`config.mk`:
```
export PLATFORM = sky130hd
export DESIGN_NAME = gst_timer
export DESIGN_NICKNAME = d
export VERILOG_FILES = /design/src/gst_pkg.sv /design/src/gst_presc_if.sv /design/src/gst_sync2.sv /design/src/gst_prescale.sv /design/src/gst_timer.sv
export SDC_FILE = /design/constraint.sdc
export NUM_CORES = 1
export LEC_CHECK = 0
export BUFFER_PORTS_ARGS = -buffer_cell sky130_fd_sc_hd__buf_4
export CORE_ASPECT_RATIO = 0.6
export CORE_MARGIN = 2
export CORE_UTILIZATION = 55
export DETAILED_ROUTE_END_ITERATION = 6
export PLACE_DENSITY = 0.9
export SLEW_MARGIN = 40
export SYNTH_ARGS = -nofsm -noshare
export SYNTH_HDL_FRONTEND = slang
export SYNTH_SLANG_ARGS = --single-unit
export TNS_END_PERCENT = 20
```
`constraint.sdc`:
```
create_clock -name i_clk -period 4.3 [get_ports i_clk]
set_input_delay 0.86 -clock i_clk [delete_from_list [all_inputs] [get_ports i_clk]]
set_output_delay 0.86 -clock i_clk [all_outputs]
set_load 0.05 [all_outputs]
```
`src/gst_pkg.sv`:
```
package gst_pkg;

    // Clock-select field encodings.
    localparam logic [1:0] CS_SYS = 2'h1;
    localparam logic [1:0] CS_INST = 2'h0;
    localparam logic [1:0] CS_EXT = 2'h2;

    // System clock select value that runs the shared oscillator.
    localparam logic [1:0] SCS_SOSC = 2'h1;

    // Reset values.
    localparam logic [15:0] COUNT_RST = 16'h0000;
    localparam logic [2:0] PRESC_RST = 3'h0;
    localparam logic [1:0] PHASE_RST = 2'h0;

    // Field positions of the count word.
    localparam int HIGH_MSB = 15;
    localparam int HIGH_LSB = 8;
    localparam int LOW_MSB = 7;
    localparam int LOW_LSB = 0;

    // Instruction clock is the system clock divided by four.
    localparam logic [1:0] INST_PHASE_LAST = 2'h3;

    // Count step and all-ones value.
    localparam logic [15:0] COUNT_ONE = 16'h0001;
    localparam logic [15:0] COUNT_ALL_ONES = 16'hffff;

    // Number of pins passed through the input synchroniser.
    localparam int PIN_COUNT = 3;
    localparam int PIN_EXT = 0;
    localparam int PIN_XTAL = 1;
    localparam int PIN_GATE = 2;

    // Selected count source after decoding.
    typedef enum logic [1:0] {
        GST_SRC_SYS,
        GST_SRC_INST,
        GST_SRC_EXT,
        GST_SRC_NONE
    } gst_src_t;

endpackage

```
`src/gst_presc_if.sv`:
```
`timescale 1ns/100ps
`default_nettype none

interface gst_presc_if;
    logic in_tick;
    logic clear;
    logic [1:0] ratio;
    logic out_tick;

    modport feeder (output in_tick, output clear, output ratio, input out_tick);
    modport divider (input in_tick, input clear, input ratio, output out_tick);
endinterface

`default_nettype wire

```
`src/gst_sync2.sv`:
```
`timescale 1ns/100ps
`default_nettype none

module gst_sync2 #(
    parameter int WIDTH = 1
) (
    // Clock and reset.
    input wire logic i_clk,
    input wire logic i_rst,
    // Asynchronous levels in, synchronised levels out.
    input wire logic [WIDTH-1:0] i_async,
    output logic [WIDTH-1:0] o_sync
);

    logic [WIDTH-1:0] meta_q;
    logic [WIDTH-1:0] sync_q;

    // Each pin passes two flip-flops; only the second stage is read.
    genvar g;
    generate
        for (g = 0; g < WIDTH; g++) begin : g_bit
            always_ff @(posedge i_clk) begin
                if (i_rst) begin
                    meta_q[g] <= 1'b0;
                    sync_q[g] <= 1'b0;
                end else begin
                    meta_q[g] <= i_async[g];
                    sync_q[g] <= meta_q[g];
                end
            end
        end
    endgenerate

    assign o_sync = sync_q;

endmodule

`default_nettype wire

```
`src/gst_prescale.sv`:
```
`timescale 1ns/100ps
`default_nettype none

module gst_prescale (
    // Clock and reset.
    input wire logic i_clk,
    input wire logic i_rst,
    // Tick path.
    gst_presc_if.divider pre
);

    logic [2:0] cnt_q;
    logic [2:0] mask;

    // Divide by 1, 2, 4 or 8: pass a tick when the low bits are all ones.
    always_comb begin
        case (pre.ratio)
            2'h0: mask = 3'h0;
            2'h1: mask = 3'h1;
            2'h2: mask = 3'h3;
            default: mask = 3'h7;
        endcase
    end

    assign pre.out_tick = pre.in_tick && !pre.clear && ((cnt_q & mask) == mask);

    // The count is hidden from software and cleared on any count write.
    always_ff @(posedge i_clk) begin
        if (i_rst || pre.clear) begin
            cnt_q <= gst_pkg::PRESC_RST;
        end else if (pre.in_tick) begin
            cnt_q <= 3'((cnt_q + 3'h1) & mask);
        end
    end
endmodule

`default_nettype wire

```
`src/gst_timer.sv`:
```
`timescale 1ns/100ps
`default_nettype none

module gst_timer (
    // Clock and reset.
    input wire logic i_clk,
    input wire logic i_rst,
    // Count byte writes.
    input wire logic i_wr_high,
    input wire logic i_wr_low,
    input wire logic [7:0] i_wdata,
    // Timer control.
    input wire logic i_timer_on,
    input wire logic [1:0] i_clock_select,
    input wire logic i_osc_enable,
    input wire logic [1:0] i_prescale,
    input wire logic i_sync_disable,
    // Gate control.
    input wire logic i_gate_enable,
    input wire logic i_gate_polarity,
    // Shared oscillator control.
    input wire logic i_osc_go,
    input wire logic [1:0] i_sysclk_select,
    input wire logic i_osc_enable_other,
    // Overflow interrupt and power state.
    input wire logic i_ovf_int_enable,
    input wire logic i_ovf_clear,
    input wire logic i_sleep,
    // Pins.
    input wire logic i_ext_clock_pin,
    input wire logic i_crystal_in_pin,
    input wire logic i_gate_pin,
    // Count readback.
    output logic [7:0] o_count_high,
    output logic [7:0] o_count_low,
    // Status.
    output logic o_ovf_flag,
    output logic o_irq,
    output logic o_wake,
    output logic o_osc_run
);

    logic [gst_pkg::PIN_COUNT-1:0] pins_async;
    logic [gst_pkg::PIN_COUNT-1:0] pins_sync;
    logic [15:0] count_q;
    logic [15:0] count_d;
    logic [1:0] phase_q;
    logic ext_resync_q;
    logic ext_prev_q;
    logic armed_q;
    logic ovf_q;
    logic irq_q;
    logic wake_q;
    logic osc_run_q;
    logic wr_any;
    logic inst_tick;
    logic ext_level;
    logic ext_chosen;
    logic ext_rise;
    logic ext_fall;
    logic gate_open;
    logic run_enable;
    logic src_tick;
    logic cnt_tick;
    logic wrap;
    gst_pkg::gst_src_t src;

    gst_presc_if pre ();

    // Pins pass two flip-flops before any logic reads them.
    assign pins_async[gst_pkg::PIN_EXT] = i_ext_clock_pin;
    assign pins_async[gst_pkg::PIN_XTAL] = i_crystal_in_pin;
    assign pins_async[gst_pkg::PIN_GATE] = i_gate_pin;

    gst_sync2 #(
        .WIDTH(gst_pkg::PIN_COUNT)
    ) u_sync (
        .i_clk(i_clk),
        .i_rst(i_rst),
        .i_async(pins_async),
        .o_sync(pins_sync)
    );

    assign wr_any = i_wr_high || i_wr_low;

    // Decode the count source.
    always_comb begin
        case (i_clock_select)
            gst_pkg::CS_SYS: src = gst_pkg::GST_SRC_SYS;
            gst_pkg::CS_INST: src = gst_pkg::GST_SRC_INST;
            gst_pkg::CS_EXT: src = gst_pkg::GST_SRC_EXT;
            default: src = gst_pkg::GST_SRC_NONE;
        endcase
    end

    // The instruction clock ticks once every four system clocks.
    always_ff @(posedge i_clk) begin
        if (i_rst) begin
            phase_q <= gst_pkg::PHASE_RST;
        end else begin
            phase_q <= 2'(phase_q + 2'h1);
        end
    end

    assign inst_tick = (phase_q == gst_pkg::INST_PHASE_LAST);

    // The oscillator enable of this timer picks the crystal over the pin.
    assign ext_level = i_osc_enable ? pins_sync[gst_pkg::PIN_XTAL]
                                    : pins_sync[gst_pkg::PIN_EXT];

    // Synchronous mode adds a stage aligned to the internal phase clocks.
    always_ff @(posedge i_clk) begin
        if (i_rst) begin
            ext_resync_q <= 1'b0;
        end else begin
            ext_resync_q <= ext_level;
        end
    end

    // Changing the mode swaps the tap, which may drop or add one edge.
    assign ext_chosen = i_sync_disable ? ext_level : ext_resync_q;

    always_ff @(posedge i_clk) begin
        if (i_rst) begin
            ext_prev_q <= 1'b0;
        end else begin
            ext_prev_q <= ext_chosen;
        end
    end

    assign ext_rise = ext_chosen && !ext_prev_q;
    assign ext_fall = !ext_chosen && ext_prev_q;

    // A falling edge arms counter mode; reset, writes and turning off disarm.
    always_ff @(posedge i_clk) begin
        if (i_rst || wr_any || !i_timer_on) begin
            armed_q <= 1'b0;
        end else if (ext_fall) begin
            armed_q <= 1'b1;
        end
    end

    // Gate passes when its level equals the polarity.
    assign gate_open = (pins_sync[gst_pkg::PIN_GATE] == i_gate_polarity);
    assign run_enable = i_timer_on && (!i_gate_enable || gate_open);

    // Source tick; only asynchronous external counting survives sleep.
    always_comb begin
        case (src)
            gst_pkg::GST_SRC_SYS: src_tick = !i_sleep;
            gst_pkg::GST_SRC_INST: src_tick = inst_tick && !i_sleep;
            gst_pkg::GST_SRC_EXT: src_tick = ext_rise && armed_q
                                             && (i_sync_disable || !i_sleep);
            default: src_tick = 1'b0;
        endcase
    end

    assign pre.in_tick = src_tick && run_enable;
    assign pre.clear = wr_any;
    assign pre.ratio = i_prescale;

    gst_prescale u_presc (
        .i_clk(i_clk),
        .i_rst(i_rst),
        .pre(pre)
    );

    assign cnt_tick = pre.out_tick;
    assign wrap = cnt_tick && (count_q == gst_pkg::COUNT_ALL_ONES);

    // Byte writes load the counter directly; otherwise it counts up.
    always_comb begin
        count_d = count_q;
        if (wr_any) begin
            if (i_wr_high) begin
                count_d[gst_pkg::HIGH_MSB:gst_pkg::HIGH_LSB] = i_wdata;
            end
            if (i_wr_low) begin
                count_d[gst_pkg::LOW_MSB:gst_pkg::LOW_LSB] = i_wdata;
            end
        end else if (cnt_tick) begin
            count_d = 16'(count_q + gst_pkg::COUNT_ONE);
        end
    end

    always_ff @(posedge i_clk) begin
        if (i_rst) begin
            count_q <= gst_pkg::COUNT_RST;
        end else begin
            count_q <= count_d;
        end
    end

    // Sticky overflow; a wrap in the cycle of a clear wins.
    always_ff @(posedge i_clk) begin
        if (i_rst) begin
            ovf_q <= 1'b0;
        end else if (wrap) begin
            ovf_q <= 1'b1;
        end else if (i_ovf_clear) begin
            ovf_q <= 1'b0;
        end
    end

    always_ff @(posedge i_clk) begin
        if (i_rst) begin
            irq_q <= 1'b0;
        end else begin
            irq_q <= ovf_q && i_ovf_int_enable;
        end
    end

    // Wake is raised by an enabled overflow while asleep.
    always_ff @(posedge i_clk) begin
        if (i_rst) begin
            wake_q <= 1'b0;
        end else begin
            wake_q <= i_sleep && ovf_q && i_ovf_int_enable;
        end
    end

    // The shared oscillator runs on any request and is not stopped by sleep.
    always_ff @(posedge i_clk) begin
        if (i_rst) begin
            osc_run_q <= 1'b0;
        end else begin
            osc_run_q <= i_osc_enable || i_osc_enable_other || i_osc_go
                         || (i_sysclk_select == gst_pkg::SCS_SOSC);
        end
    end

    assign o_count_high = count_q[gst_pkg::HIGH_MSB:gst_pkg::HIGH_LSB];
    assign o_count_low = count_q[gst_pkg::LOW_MSB:gst_pkg::LOW_LSB];
    assign o_ovf_flag = ovf_q;
    assign o_irq = irq_q;
    assign o_wake = wake_q;
    assign o_osc_run = osc_run_q;
endmodule

`default_nettype wire

```
* Yosys cells after proc, flatten, opt, wreduce, memory -nomap -nowiden
Cells that the tools add are included.
Word-level totals: logic and storage cells 80, input bits 31, bits in registers 34
Cells by class: equality and inequality tests 13, muxes and demuxes 11, reductions and logical operators 34, bitwise gates (word level) 2, add/subtract/negate cells 3
Operators by type and width (count):
- two-way mux 16 bit | 2
- adder 16 x 1 -> 16 bit, second input constant | 1
- == test 16 bit, second input constant | 1
- two-way mux 8 bit | 2
- logical AND 1 bit | 13
- one-hot mux 3 bit (3 select lines) | 1
- == test 2 x 1 -> 1 bit, second input constant | 4
- == test 2 bit, second input constant | 4
- logical OR 1 bit | 8
- AND 3 bit | 2
- zero test 1 bit | 6
- zero test 2 bit | 3
- one-hot mux 2 bit (3 select lines) | 1
- two-way mux 1 bit | 4
- inequality test 2 bit, second input constant | 2
- AND reduction 2 bit | 2
- nonzero test 2 bit | 2
- adder 3 x 1 -> 3 bit, second input constant | 1
- == test 3 bit | 1
- one-hot mux 1 bit (3 select lines) | 1
- adder 2 x 1 -> 2 bit, second input constant | 1
- == test 1 bit | 1

* Longest topological paths before layout
depth in word-level cells 11, mapped depth 7

* By module
Synthesis repeated with hierarchy kept, for this count alone.
Second synthesis, totals: cell total of the unflattened synthesis 195, area, all modules 1716.6 um2
Modules (own cells, without submodules):
- gst_timer | area each 1380.1 um2, cells each 163, instances 1, seq. area each 500.5 um2
- gst_prescale | area each 178.9 um2, cells each 20, instances 1, seq. area each 60.1 um2
- gst_sync2 | area each 157.7 um2, cells each 12, instances 1, seq. area each 120.1 um2

* Worst setup path before layout
OpenSTA, ideal clock, no wires.
kind input to register, from input i_clock_select[0], to register count_q[9], slack 1.970 ns, path buffers 0, arrival time 2.208 ns, data required time 4.178 ns, cell stages on the path 5, library setup time 0.122 ns, cells stage by stage or3b_1 > a211oi_2 > o2111ai_2 > or4_1 > o311a_1
Between the ends: cells in the longest elaborated chain, start to end 9
Ends and longest elaborated chain:
- start, declared | RTL line gst_timer.sv:14 | input wire logic [1:0] i_clock_select,
- == test 2 bit (tied with other cells) | RTL line gst_timer.sv:88 | case (i_clock_select)
- one-hot mux 2 bit (3 select lines) (*) | RTL line gst_timer.sv:88
- == test 2 bit (tied with other cells) | RTL line gst_timer.sv:149 | case (src)
- one-hot mux 1 bit (3 select lines) (*) | RTL line gst_timer.sv:149
- logical AND 1 bit (*) | RTL line gst_timer.sv:158 | assign pre.in_tick = src_tick && run_enable;
- logical AND 1 bit (*) (2 in series) | RTL line gst_prescale.sv:25 | assign pre.out_tick = pre.in_tick && !pre.clear && ((cnt_q & mask) == mask);
- nonzero test 2 bit (no line) (*)
- AND reduction 2 bit (no line) (*)
- end signal, assigned | RTL line gst_timer.sv:188 | count_q <= gst_pkg::COUNT_RST;
- end signal, assigned | RTL line gst_timer.sv:190 | count_q <= count_d;
- end, declared | RTL line gst_timer.sv:45 | logic [15:0] count_q;
Mark *: on every way between the ends. The rest lies on a longest branch, timed or not. A chain may end at the register's enable or synchronous reset.

* Worst setup path in the final report
from input i_wr_low, to register count_q[6]
Between the ends: cells in the longest elaborated chain, start to end 6
Ends and longest elaborated chain:
- start, declared | RTL line gst_timer.sv:10 | input wire logic i_wr_low,
- logical OR 1 bit | RTL line gst_timer.sv:84 | assign wr_any = i_wr_high || i_wr_low;
- zero test 1 bit | RTL line gst_prescale.sv:25
- logical AND 1 bit (2 in series) | RTL line gst_prescale.sv:25
- nonzero test 2 bit (no line)
- AND reduction 2 bit (no line)
Several ways; a longest one is shown, not always the timed one.

==> results.toml <==
[run_status]
run_status = "finished, final reports clean"

[grt]
globalRouteOverflowTotal = 0
number_of_antenna_violations_at_the_first_check_in_global_routing = 0
groute.usage.overall_pct = 28.9
largest_net_degree_at_the_start_of_global_routing = 38
grt_pass1_wl_um = 8960
grt_pass1_vias = 1863

[clock_network]
htree_num_levels = 2
tritoncts.num_buffers = 5
tritoncts = "done"
cts_buffer_depth = 2
postCtsHoldBufs = 0
cts_resized = 0
clk_transition_reported_paths_ps = 70
clock_sinks = 34
ctsRootBufferMaster = "clkbuf_8"
postCtsSetupRepairBufs = 0
clock_insertion_delay_worst_skew_ps = 290

[sta]
final_hold_viol_count = 0
totalNegativeSetupSlack_ps = 0
skew_ps = 12.6
max-slew-margin-rel_pct = 50.4
timing.final.max_slew_violations = 0
worst-slew-pin-transition_ps = 744
setup_repair_after_global_routing_missed_its_margin = "false"
timing.final.crit_period_ps = 2780
report.final.setup_viol = 0
maxClockFrequency_mhz = 359
layout_worst_path_cycle_share_pct = 64.8

[layout]
mostFrequentLayoutCells = "buf_4, dfxtp_1, nor2_1, nand2_1"
area.sequential_um2 = 681
multiInputGateArea_um2 = 1210
diodes = 0
post-route-cell-area_um2 = 2460
fin_util_pct = 73.7
layout_cells_sized_above_1_pct = 24.9
final_net_count = 314
layout.cells.most_common = "buf_4"
area_delta_synth_final_pct = 24.3
layout.filler_cells = 244

[power_and_ir_drop]
clock_power_share_pct = 35.9
p_seq_share_pct = 44.7
power_report.internal_total_mw = 0.551
power_switching_share_pct = 29.2
comb_power_share_pct = 19.4
power-per-cell-area_nw_per_um2 = 316
switchingPower_mw = 0.227
p_leak_nw = 1.03
max-vdd-ir-drop_v = 0.000179

[worst_hold_path]
hold_class = "register to register"
min-delay-start = "phase_q[0]$_SDFF_PP0_"
worstHoldEndpoint = "phase_q[0]$_SDFF_PP0_"
hold-path-cell-count = 1

[die]
floorplan.rows = 16
floorplan.die.height_um = 50.5
placeableCoreArea_um2 = 3340
floorplan.initialDensity_pct = 59.3
die_x_um = 81.5
die-area_um2 = 4120
top_level_ports = 51

[yosys]
synthesis.nets = 271
ys_async_sr_fraction_pct = 0
post_synth_edffs = 0
yosys-top-cells-area = "dfxtp_1, a211oi_1, nor2b_1"
synthesis.yosys.warnings = 0
postSynthRegisterBits = 34
ys_types = 53
ys.flop_type = "dfxtp_1"
area_share_of_the_largest_cell_type_after_synthesis_pct = 34.3
post-synth-top-area-cell = "dfxtp_1"
syn-cell-area_um2 = 1980
post_synth_inst_count = 237
synth_sequential_area_ratio_pct = 34.3
syn_area_per_cell_um2 = 8.37

[run]
maxCapViolations = 0

[worst_setup_path]
criticalPathCategory = "input port to register"
crit_required_ps = 4440
r2r-start = "ext_prev_q$_SDFF_PP0_"
critical_path.startpoint_type = "input port"
worstPathMaxFanout = 16
cp_data_arrival_time_ps = 2920
worstReg2RegEnd = "count_q[6]$_SDFFE_PP0P_"
reg2reg_depth = 5
timing.reg2reg.setup_slack_ps = 1950
critPathCaptureType = "register"

[routing]
postRouteWirelength_um = 5490
ant_nets = 0
detail_route.drc_violations = 0
post_drt_via_cell_ratio = 6.35
wl_per_cell_um = 16.8
first_pass_iters = 6
drtIter0Drc = 220
via_count = 2071

[placement]
placedInstanceArea_um2 = 2350
buffer_ports.inserted = 50
place.detailed.hpwl_um = 3900
routabilityCongestion = 0.943
layout make-up:
class,count,share of cell area [%]
Multi-Input combinational cell,180,49.0
Timing Repair Buffer,50,15.2
Inverter,9,1.37
Sequential cell,34,27.6
Tap cell,45,2.28
Clock buffer,8,4.47
Yosys cell counts (2+ instances only):
master    count
a211o_1       2
a211oi_1     13
a21o_1        4
a21oi_1      13
a221oi_1      4
a31oi_1       4
and2_1        2
and3_1        3
buf_1         3
buf_2         6
clkbuf_1      5
dfxtp_1      34
ha_1          3
inv_1         9
mux2i_1       6
nand2_1      17
nand2b_1      4
nand3_1       9
nand4_1       5
nor2_1       18
nor2b_1      12
nor3_1       10
nor3b_1       2
nor4_4        2
o2111a_1      2
o21a_1        2
o21ai_0       6
o22ai_1       2
o311a_1       2
o31a_1        2
o31ai_1       2
o32ai_1       2
or2_2         2
or3b_2        2
xnor2_1       2
xor2_1        4
critical path, cell delays in order:
cell and delay [ps]:
buf_4 190, nor2_2 410, o21ai_0 300, or2_2 460, a2111oi_0 570, a211oi_1 120
worst max-delay path by stage:
stage | depth (start not counted) | endpoint | from
6_report | 6 | count_q[6]$_SDFFE_PP0P_ | i_wr_low
4_1_cts | 6 | count_q[9]$_SDFFE_PP0P_ | i_wr_low
3_3_place_gp | 6 | count_q[9]$_SDFFE_PP0P_ | i_wr_low
5_1_grt | 6 | count_q[9]$_SDFFE_PP0P_ | i_wr_low
2_1_floorplan | 5 | count_q[9]$_SDFFE_PP0P_ | i_clock_select[0]
3_5_place_dp | 6 | count_q[9]$_SDFFE_PP0P_ | i_wr_low
logic make-up (layout without fill, tap and decap cells):
logic type | count (synthesis) | count (layout) | synth area share, %
compound gates | 68 | 68 | 25.2
fa+ha+maj | 3 | 3 | 1.89
mux | 7 | 7 | 3.60
xor+xnor | 6 | 6 | 2.65
buf+inv | 23 | 67 | 4.73
flops | 34 | 34 | 34.3
simple gates | 96 | 96 | 27.6
sequential cells by signal (all words and copies together), names as in the netlist:
register,count
ext_resync_q,1
u_sync.meta_q,3
u_presc.cnt_q,3
u_sync.o_sync,3
o_wake,1
count_q,16
ext_prev_q,1
o_irq,1
phase_q,2
o_osc_run,1
o_ovf_flag,1
armed_q,1
metrics by stage:
stage	total power [mW]	worst slack (ps)	hold WS [ps]	instances
global placement	0.499	1430	407	318
global route	0.806	1500	437	326
finish	0.778	1520	429	326
detailed placement	0.501	1350	413	318
CTS	0.773	1620	424	326
floorplan	0.447	1970	390	237
metal layers:
layer	vias to the layer above	track usage [%]	share of wire [%]
li1	968	-	-
met1	938	40.9	45
met2	147	42.1	42
met3	18	9.35	12
met4	0	7.34	1.5
met5	-	0	0
power groups by stage:
stage | logic (mW) | registers, mW | clock network, mW
2_1_floorplan | 0.0655 | 0.381 | 0
3_3_place_gp | 0.145 | 0.354 | 0
3_5_place_dp | 0.148 | 0.354 | 0
4_1_cts | 0.149 | 0.347 | 0.277
5_1_grt | 0.163 | 0.350 | 0.294
6_report | 0.151 | 0.348 | 0.279
Power figures use the tool's default switching activity.
